`src/fwsr_params.svh`:
```
// Constants for the flash status poll controller.
// Assumes a 100 MHz mclk; included by bare name.
`ifndef FWSR_PARAMS_SVH
`define FWSR_PARAMS_SVH
// ****************************************************
// Register offsets (APB byte addresses)
// ****************************************************
`define FWSR_CTRL_OFF      12'h000
`define FWSR_ADDR_OFF      12'h004
`define FWSR_DATA_OFF      12'h008
`define FWSR_STAT_OFF      12'h00C
`define FWSR_RDAT_OFF      12'h010
// ****************************************************
// Field positions
// ****************************************************
`define FWSR_CTRL_GO       0
`define FWSR_CTRL_OP_LO    1
`define FWSR_STAT_BUSY     0
`define FWSR_STAT_DONE     1
`define FWSR_STAT_FAIL     2
`define FWSR_STAT_WIN      3
`define FWSR_STAT_RST      4
`define FWSR_POLL_BIT      7
`define FWSR_TOG_BIT       6
`define FWSR_FAIL_BIT      5
`define FWSR_WIN_BIT       3
`define FWSR_ESTOG_BIT     2
// ****************************************************
// Timing
// ****************************************************
`define FWSR_CLK_NS        10
`define FWSR_RST_LOW_NS    500
`define FWSR_RST_RDY_NS    20000
`define FWSR_RST_LOW_CYC   ((`FWSR_RST_LOW_NS + `FWSR_CLK_NS - 1) / `FWSR_CLK_NS)
`define FWSR_RST_RDY_CYC   ((`FWSR_RST_RDY_NS + `FWSR_CLK_NS - 1) / `FWSR_CLK_NS)
`define FWSR_STROBE_CYC    8
`endif

```
`src/fwsr_pkg.sv`:
```
// Types for the flash status poll controller.
// Assumes fwsr_params.svh is included ahead of users.
package fwsr_pkg;
    // Operations software can order
    typedef enum logic [2:0] {
        FWSR_OP_READ,
        FWSR_OP_WRITE,
        FWSR_OP_POLL,
        FWSR_OP_TOGGLE,
        FWSR_OP_RESET
    } fwsr_op_type;
    // Controller states
    typedef enum logic [3:0] {
        FWSR_IDLE,
        FWSR_RD1,
        FWSR_RD2,
        FWSR_WR,
        FWSR_EVAL,
        FWSR_RST_LOW,
        FWSR_RST_WAIT
    } fwsr_state_type;
endpackage

```
`src/fwsr_if.sv`:
```
// Bus cycle request between controller and pin strobe engine.
// Assumes one mclk domain.
`timescale 1ns/10ps
interface fwsr_if;
    logic       req;
    logic       wr;
    logic [17:0] addr;
    logic [7:0] wdata;
    logic       ack;
    logic [7:0] rdata;
    modport ctl (output req, output wr, output addr, output wdata,
                 input ack, input rdata);
    modport eng (input req, input wr, input addr, input wdata,
                 output ack, output rdata);
endinterface

```
`src/fwsr_strobe.sv`:
```
// Pin strobe engine: one flash read or write cycle per request.
// Assumes flash pins synchronous to mclk; data bus split in/out/oe.
`timescale 1ns/10ps
`include "fwsr_params.svh"
module fwsr_strobe
    import fwsr_pkg::*;
#(
    parameter int STROBE_CYC = `FWSR_STROBE_CYC
) (
    // Clock and reset
    input  wire logic  mclk,
    input  wire logic  reset_n,
    // Request side
    fwsr_if.eng        bus,
    // Flash pins
    output logic       ce_n,
    output logic       oe_n,
    output logic       we_n,
    output logic [17:0] fa,
    output logic [7:0] fd_out,
    output logic       fd_oe_n,
    input  wire logic [7:0] fd_in
);
    // Refuse strobe lengths under 2 or beyond what the 8-bit counter holds
    if (STROBE_CYC < 2 || STROBE_CYC > 255) begin : g_bad_strobe
        $error("STROBE_CYC out of range");
    end
    logic [7:0] cnt_r;
    logic       act_r;
    logic       ack_r;
    logic [7:0] rdata_r;
    assign bus.ack   = ack_r;
    assign bus.rdata = rdata_r;
    // Strobe sequencer: assert strobes, count, sample at end, rise
    always_ff @(posedge mclk or negedge reset_n) begin
        if (!reset_n) begin
            act_r   <= 1'b0;
            cnt_r   <= 8'h00;
            ack_r   <= 1'b0;
            rdata_r <= 8'h00;
            ce_n    <= 1'b1;
            oe_n    <= 1'b1;
            we_n    <= 1'b1;
            fa      <= 18'h0_0000;
            fd_out  <= 8'h00;
            fd_oe_n <= 1'b1;
        end else begin
            ack_r <= 1'b0;
            if (!act_r && bus.req && !ack_r) begin
                act_r   <= 1'b1;
                cnt_r   <= 8'(STROBE_CYC);
                fa      <= bus.addr;
                fd_out  <= bus.wdata;
                fd_oe_n <= !bus.wr;
                ce_n    <= 1'b0;
                oe_n    <= bus.wr;
                we_n    <= !bus.wr;
            end else if (act_r) begin
                if (cnt_r == 8'h01) begin
                    act_r   <= 1'b0;
                    ack_r   <= 1'b1;
                    rdata_r <= fd_in;
                    ce_n    <= 1'b1;
                    oe_n    <= 1'b1;
                    we_n    <= 1'b1;
                    fd_oe_n <= 1'b1;
                end else begin
                    cnt_r <= cnt_r - 8'h01;
                end
            end
        end
    end
endmodule

```
`src/fwsr_ctrl.sv`:
```
// Flash write status poll controller with APB register slave.
// Assumes the flash pins are synchronous to mclk; APB from software.
// ****************************************************
// Operation
// Program poll: bit 7 complement while busy
// Status valid after final command write
// Erase poll: bit 7 zero until done
// Poll address inside target sector
// Re-read after poll success for data
// Busy bit toggles each read while busy
// Toggle also in window and suspend
// Protected program toggles briefly, no change
// Protected erase toggles longer, no change
// Fail bit set on pulse limit
// Program 1 over 0 locks, fails
// On fail, host resets the device
// Window bit zero during acceptance time-out
// Window zero accepts more sector erases
// Check window bit before and after
// Erase toggle only in erasing sectors
// On fail, erase toggle marks bad sector
// Suspended sector: poll 1, busy steady
// Hold reset low at least 500 ns
// Reset aborts; ready after 20 us
// Outputs tri-state while reset low
// Power-up read mode; sequences change memory
// ****************************************************
`timescale 1ns/10ps
`include "fwsr_params.svh"
module fwsr_ctrl
    import fwsr_pkg::*;
#(
    parameter int RST_RDY_CYC = `FWSR_RST_RDY_CYC,
    parameter int STROBE_CYC  = `FWSR_STROBE_CYC
) (
    // Clock and reset
    input  wire logic        mclk,
    input  wire logic        reset_n,
    // APB slave
    input  wire logic        psel,
    input  wire logic        penable,
    input  wire logic        pwrite,
    input  wire logic [11:0] paddr,
    input  wire logic [31:0] pwdata,
    output logic [31:0]      prdata,
    output logic             pready,
    output logic             pslverr,
    // Flash pins
    output logic             ce_n,
    output logic             oe_n,
    output logic             we_n,
    output logic             frst_n,
    output logic [17:0]      fa,
    output logic [7:0]       fd_out,
    output logic             fd_oe_n,
    input  wire logic [7:0]  fd_in
);
    localparam int RST_LOW_CYC = `FWSR_RST_LOW_CYC;
    // Refuse ready times shorter than the pulse or beyond the counter
    if (RST_RDY_CYC < RST_LOW_CYC || RST_RDY_CYC > 65535) begin : g_bad_rdy
        $error("RST_RDY_CYC out of range");
    end
    fwsr_if bus ();
    fwsr_strobe #(.STROBE_CYC(STROBE_CYC)) u_strobe (
        .mclk    (mclk),
        .reset_n (reset_n),
        .bus     (bus),
        .ce_n    (ce_n),
        .oe_n    (oe_n),
        .we_n    (we_n),
        .fa      (fa),
        .fd_out  (fd_out),
        .fd_oe_n (fd_oe_n),
        .fd_in   (fd_in)
    );
    // Toggle detect: a status bit moved between two reads
    function automatic logic toggled(input logic [7:0] a, input logic [7:0] b, input int bit_i);
        toggled = a[bit_i] ^ b[bit_i];
    endfunction
    // ****************************************************
    // Registers
    // ****************************************************
    fwsr_state_type state_r;
    fwsr_op_type    op_r;
    logic [17:0]    addr_r;
    logic [7:0]     data_r;
    logic [7:0]     rd1_r;
    logic [7:0]     rd2_r;
    logic           busy_r;
    logic           done_r;
    logic           fail_r;
    logic           win_r;
    logic           rst_busy_r;
    logic [15:0]    rcnt_r;
    logic           go;
    logic           req_r;
    logic           wr_r;
    assign go = psel && penable && pwrite && pready == 1'b0 &&
                paddr == `FWSR_CTRL_OFF && pwdata[`FWSR_CTRL_GO] && !busy_r;
    assign bus.req   = req_r;
    assign bus.wr    = wr_r;
    assign bus.addr  = addr_r;
    assign bus.wdata = data_r;
    // APB: one wait state, access answered on second access cycle
    always_ff @(posedge mclk or negedge reset_n) begin
        if (!reset_n) begin
            pready  <= 1'b0;
            prdata  <= 32'h0000_0000;
            pslverr <= 1'b0;
            addr_r  <= 18'h0_0000;
            data_r  <= 8'h00;
        end else begin
            pready  <= psel && penable && !pready;
            pslverr <= 1'b0;
            if (psel && penable && !pready) begin
                pslverr <= paddr > `FWSR_RDAT_OFF || paddr[1:0] != 2'b00;
                if (pwrite && !busy_r && paddr == `FWSR_ADDR_OFF)
                    addr_r <= pwdata[17:0];
                if (pwrite && !busy_r && paddr == `FWSR_DATA_OFF)
                    data_r <= pwdata[7:0];
                case (paddr)
                    `FWSR_ADDR_OFF: prdata <= {14'h0000, addr_r};
                    `FWSR_DATA_OFF: prdata <= {24'h00_0000, data_r};
                    `FWSR_STAT_OFF: prdata <= {27'h000_0000, rst_busy_r, win_r,
                                               fail_r, done_r, busy_r};
                    `FWSR_RDAT_OFF: prdata <= {16'h0000, rd1_r, rd2_r};
                    default:        prdata <= 32'h0000_0000;
                endcase
            end
        end
    end
    // Sequencer: one read, write, status poll or reset per order
    always_ff @(posedge mclk or negedge reset_n) begin
        if (!reset_n) begin
            state_r    <= FWSR_IDLE;
            op_r       <= FWSR_OP_READ;
            busy_r     <= 1'b0;
            done_r     <= 1'b0;
            fail_r     <= 1'b0;
            win_r      <= 1'b0;
            rst_busy_r <= 1'b0;
            rd1_r      <= 8'h00;
            rd2_r      <= 8'h00;
            rcnt_r     <= 16'h0000;
            req_r      <= 1'b0;
            wr_r       <= 1'b0;
            frst_n     <= 1'b1;
        end else begin
            case (state_r)
                FWSR_IDLE: begin
                    if (go) begin
                        op_r   <= fwsr_op_type'(pwdata[`FWSR_CTRL_OP_LO +: 3]);
                        busy_r <= 1'b1;
                        done_r <= 1'b0;
                        if (fwsr_op_type'(pwdata[`FWSR_CTRL_OP_LO +: 3]) == FWSR_OP_RESET) begin
                            frst_n     <= 1'b0;
                            rst_busy_r <= 1'b1;
                            fail_r     <= 1'b0;
                            rcnt_r     <= 16'(RST_LOW_CYC);
                            state_r    <= FWSR_RST_LOW;
                        end else if (fwsr_op_type'(pwdata[`FWSR_CTRL_OP_LO +: 3]) == FWSR_OP_WRITE) begin
                            req_r   <= 1'b1;
                            wr_r    <= 1'b1;
                            state_r <= FWSR_WR;
                        end else begin
                            req_r   <= 1'b1;
                            wr_r    <= 1'b0;
                            state_r <= FWSR_RD1;
                        end
                    end
                end
                FWSR_WR: begin
                    req_r <= 1'b0;
                    if (bus.ack) begin
                        busy_r  <= 1'b0;
                        done_r  <= 1'b1;
                        state_r <= FWSR_IDLE;
                    end
                end
                FWSR_RD1: begin
                    req_r <= 1'b0;
                    if (bus.ack) begin
                        rd1_r <= bus.rdata;
                        if (op_r == FWSR_OP_READ) begin
                            busy_r  <= 1'b0;
                            done_r  <= 1'b1;
                            state_r <= FWSR_IDLE;
                        end else begin
                            req_r   <= 1'b1;  // Second read to compare
                            state_r <= FWSR_RD2;
                        end
                    end
                end
                FWSR_RD2: begin
                    req_r <= 1'b0;
                    if (bus.ack) begin
                        rd2_r   <= bus.rdata;
                        state_r <= FWSR_EVAL;
                    end
                end
                FWSR_EVAL: begin
                    busy_r  <= 1'b0;
                    state_r <= FWSR_IDLE;
                    // Window bit seen while operation runs
                    win_r   <= rd2_r[`FWSR_WIN_BIT];
                    if (op_r == FWSR_OP_POLL) begin
                        // Poll matches expected bit 7: finished
                        if (rd2_r[`FWSR_POLL_BIT] == data_r[`FWSR_POLL_BIT])
                            done_r <= 1'b1;
                        else if (rd2_r[`FWSR_FAIL_BIT])
                            fail_r <= 1'b1;
                    end else begin
                        // Busy bit steady means finished or suspended
                        if (!toggled(rd1_r, rd2_r, `FWSR_TOG_BIT))
                            done_r <= 1'b1;
                        else if (rd2_r[`FWSR_FAIL_BIT])
                            fail_r <= 1'b1;
                    end
                end
                FWSR_RST_LOW: begin
                    if (rcnt_r == 16'h0001) begin
                        frst_n  <= 1'b1;
                        rcnt_r  <= 16'(RST_RDY_CYC - RST_LOW_CYC);
                        state_r <= FWSR_RST_WAIT;
                    end else begin
                        rcnt_r <= rcnt_r - 16'h0001;  // no access while low
                    end
                end
                FWSR_RST_WAIT: begin
                    if (rcnt_r <= 16'h0001) begin
                        rst_busy_r <= 1'b0;
                        busy_r     <= 1'b0;
                        done_r     <= 1'b1;
                        state_r    <= FWSR_IDLE;
                    end else begin
                        rcnt_r <= rcnt_r - 16'h0001;
                    end
                end
                default: state_r <= FWSR_IDLE;
            endcase
        end
    end
    // ****************************************************
    // Assertions
    // ****************************************************
    logic [15:0] low_cnt_r;
    always_ff @(posedge mclk or negedge reset_n) begin
        if (!reset_n) low_cnt_r <= 16'h0000;
        else if (!frst_n) low_cnt_r <= low_cnt_r + 16'h0001;
        else low_cnt_r <= 16'h0000;
    end

    // Age of the reset-in-progress flag, for the ready time check
    logic [15:0] rst_age_r;
    always_ff @(posedge mclk or negedge reset_n) begin
        if (!reset_n) rst_age_r <= 16'h0000;
        else if (rst_busy_r) rst_age_r <= rst_age_r + 16'h0001;
        else rst_age_r <= 16'h0000;
    end
endmodule

```
`config.mk`:
```
export PLATFORM = sky130hd
export DESIGN_NAME = fwsr_ctrl
export DESIGN_NICKNAME = d
export VERILOG_FILES = /design/src/fwsr_pkg.sv /design/src/fwsr_if.sv /design/src/fwsr_strobe.sv /design/src/fwsr_ctrl.sv
export VERILOG_INCLUDE_DIRS = /design/src /design/src/src
export SDC_FILE = /design/constraint.sdc
export NUM_CORES = 1
export LEC_CHECK = 0
export BUFFER_PORTS_ARGS = -buffer_cell sky130_fd_sc_hd__buf_2
export CAP_MARGIN = 20
export CORE_ASPECT_RATIO = 0.9
export CORE_MARGIN = 4
export CORE_UTILIZATION = 45
export CTS_CLUSTER_DIAMETER = 40
export DETAILED_ROUTE_END_ITERATION = 16
export GPL_TIMING_DRIVEN = 0
export PLACE_DENSITY = 0.64
export RECOVER_POWER = 25
export SKIP_LAST_GASP = 1
export SLEW_MARGIN = 20
export SYNTH_ARGS = -nofsm -noshare
export SYNTH_HDL_FRONTEND = slang
export SYNTH_SLANG_ARGS = --single-unit
```
`constraint.sdc`:
```
create_clock -name mclk -period 3.05 [get_ports mclk]
set_clock_uncertainty 0.1 [all_clocks]
set_input_delay 0.61 -clock mclk [delete_from_list [all_inputs] [get_ports mclk]]
set_output_delay 0.61 -clock mclk [all_outputs]
set_load 0.005 [all_outputs]
```
==> flow_metrics.py <==
metrics = {
    "timing": {
        "fin_crit_sh_pct": 82.8,
        "layout_setup_ws_ns": 0.523,
        "rsz0062_at_grt": "false",
        "hold_viol": 0,
        "setup_viol": 0,
        "period_needed_ns": 2.53,
        "max_slew.worst_pin.slew_ns": 1.39,
        "slew_headroom_pct": 7.35,
        "drv_slew": 0,
        "max_freq_mhz": 396,
    },
    "logic_synthesis": {
        "synthMuxAreaShare_pct": 10.6,
        "netlist_instances": 589,
        "seq_area_frac_synth_pct": 55.0,
        "ys_async_sr_fraction_pct": 100,
        "ys.flop_type": "dfrtp_1",
        "ys_warn_count": 0,
        "yosys.area_share.adder_pct": 0.790,
        "synth_edf_count": 0,
        "synth_xor_area_share_pct": 1.24,
        "syn_area_per_cell_sq_um": 10.8,
        "synth_seq_cells": 139,
        "synth.distinct_cells": 58,
        "synth_top_family_by_area": "simple AND/OR/NAND/NOR gates",
        "synth_compound_area_share_pct": 10.5,
        "yosys.area_share.simple_pct": 17.6,
        "synth_area_sq_mm": 0.00633,
    },
    "clock_tree": {
        "root_buffer": "clkbuf_16",
        "cts_max_level": 4,
        "clkTransAtPathRegs_ns": 0.06,
        "cts_tree": "done",
        "cts_buffer_depth": 2,
        "clock_latency_ns": 0.42,
        "cts_made_buffers": 17,
        "cts_sinks": 139,
    },
    "drt": {
        "vias": 4882,
        "wl_mm": 15.5,
        "drt_iter0_markers": 341,
        "drcViolationCount": 0,
        "wire_per_inst_um": 16.9,
        "vias_per_cell": 5.32,
        "antenna_left": 0,
        "drtPass1Iterations": 5,
    },
    "final_layout": {
        "area_delta_synth_final_pct": 22.7,
        "layout_common_cells": "dfrtp_1 (135), nand2_1 (113), buf_2 (92)",
        "drive_above_1_share_pct": 29.5,
        "final_area_sq_mm": 0.00777,
        "n_antenna_cell": 0,
        "finalNetCount": 776,
        "layout_commonest_cell": "dfrtp_1",
    },
    "global_routing": {
        "grt_max_degree": 104,
        "use_met3_pct": 4.95,
        "antenna_found_initial": 0,
        "grtUsageTotal_pct": 20.4,
        "use_met2_pct": 32.0,
        "busiest_layer": "met2",
        "grt_pass1_vias": 4818,
        "grt_pass1_wl_mm": 25.6,
        "grt_use_met1_pct": 28.2,
        "overflow": 0,
    },
    "pwr": {
        "power.leakage_uw": 0.00393,
        "power.total_uw": 5000,
        "ir_worst_vdd_uv": 373,
        "power.density_mw_per_mm2": 644,
    },
    "placed_design": {
        "gp_congestion": 0.874,
        "numPortBuffers": 92,
        "dp_hpwl_mm": 11.4,
        "place_area_sq_mm": 0.00712,
        "dp_slack_ns": 0.112,
    },
    "setup_path": {
        "critPathMaxFanout": 6,
        "start_kind": "register",
        "cp.arrival_ns": 2.77,
        "worst_setup_path_end_kind": "register",
        "crit_required_ns": 3.29,
        "path_class": "register to register",
        "r2r_cells": 6,
    },
    "run": {
        "max_cap_viol_count": 0,
    },
    "worst_hold_path": {
        "hp-class": "primary input to register",
        "hold_depth": 2,
    },
    "floorplanning": {
        "die_w_um": 133,
        "placementRows": 40,
        "die_area_sq_mm": 0.0160,
        "ios": 122,
        "coreArea_sq_mm": 0.0136,
        "initial_core_util_pct": 46.7,
        "die-height_um": 121,
    },
    "outcome": {
        "status": "complete, no violations",
    },
}
-- critical path: stages, from the launching register on --
cell       delay, ns
dfrtp_1         0.39
nand3b_1        0.35
nor4_1          0.47
nand3_1         0.26
nor4_4          0.37
and2_1          0.33
a2bb2oi_1       0.18
-- cell usage after synthesis, drive strengths merged, types with 4 or more instances --
| master | n | area [sq um] |
|---|---|---|
| buf | 23 | 173 |
| nand3 | 15 | 75.1 |
| ha | 4 | 50.1 |
| and3 | 4 | 25.0 |
| nand2 | 113 | 424 |
| and2 | 8 | 50.1 |
| xnor2 | 6 | 52.6 |
| a221o | 6 | 60.1 |
| a22oi | 12 | 90.1 |
| a21oi | 16 | 83.8 |
| o31ai | 4 | 35.0 |
| inv | 11 | 41.3 |
| mux2i | 5 | 50.1 |
| dfrtp | 135 | 3380 |
| a31oi | 8 | 50.1 |
| clkbuf | 15 | 56.3 |
| nor2 | 37 | 139 |
| nor4 | 9 | 101 |
| o22a | 4 | 35.0 |
| dfstp | 4 | 105 |
| nand2b | 5 | 31.3 |
| o21ai | 32 | 160 |
| nor3 | 15 | 91.3 |
| mux2 | 55 | 619 |
-- sequential cells by signal, summed over array words and instances (netlist names), 3 cells and up --
name                cells
addr_r                 18
prdata                 18
u_strobe.fa            18
rcnt_r                 16
bus.wdata               8
rd1_r                   8
rd2_r                   8
u_strobe.bus.rdata      8
u_strobe.cnt_r          8
u_strobe.fd_out         8
op_r                    3
state_r                 3
-- metrics by stage --
step	setup TNS, ns	std cells	hold WS, ns	utilization, %
after global placement	-74.33	883	0.345	52.2
final	0	917	0.316	57.3
after CTS	0	917	0.300	57.5
after detailed placement	0	884	0.349	52.5
after floorplan	0	602	0.214	-
after global routing	0	917	0.304	57.3
-- kinds of logic after synthesis --
| group | after synthesis |
|---|---|
| DFF | 139 |
| xor gates and xnor gates | 9 |
| muxes | 60 |
| and+or+nand+nor | 229 |
| buffers and inverters | 49 |
| AOI/OAI and AO/OA | 98 |
| adders and majority gates | 4 |
| other | 1 |
-- layout make-up --
class / instances / area [sq um]
fillers: 1136 / 5790
flip-flops and latches: 139 / 3480
multi-input cells: 414 / 2630
clock buffers: 26 / 509
repair buffers: 94 / 487
well taps: 189 / 236
plain buffers: 38 / 228
clock inverters: 6 / 155
inverters: 11 / 41.3
-- path summary, 6_finish.rpt --
kind	from	endpoint	slack (ns)
setup / recovery	pready	rst_busy_r	0.52
hold / removal	fd_in[1]	u_strobe.bus.rdata[1]	0.32
setup reg to reg	pready	rst_busy_r	0.52
hold reg to reg	u_strobe.ce_n	u_strobe.ce_n	0.35
max in group asynchronous	reset_n	prdata[3]	0.62
min in group asynchronous	reset_n	addr_r[17]	0.54
-- timing repair --
item                                   in CTS  in global routing
setup buffers                               0                  0
resized for setup                           0                  0
endpoints found under the hold margin      33                  0
setup endpoints to repair                   0                  0
hold buffers                                1                  0
-- power breakdown --
group | leakage (uW) | internal [uW] | switching, uW
Sequential | 0.00183 | 2010 | 141
Combinational | 0.00177 | 236 | 327
Clock | 0.000325 | 1560 | 733
-- layer usage --
metal	part of all wire, %	routed length, um
met2	48	7470
met3	4.6	721
met4	1.0	158
met1	46	7170
met5	0	0
No activity file was read; power rests on OpenSTA's default activity.
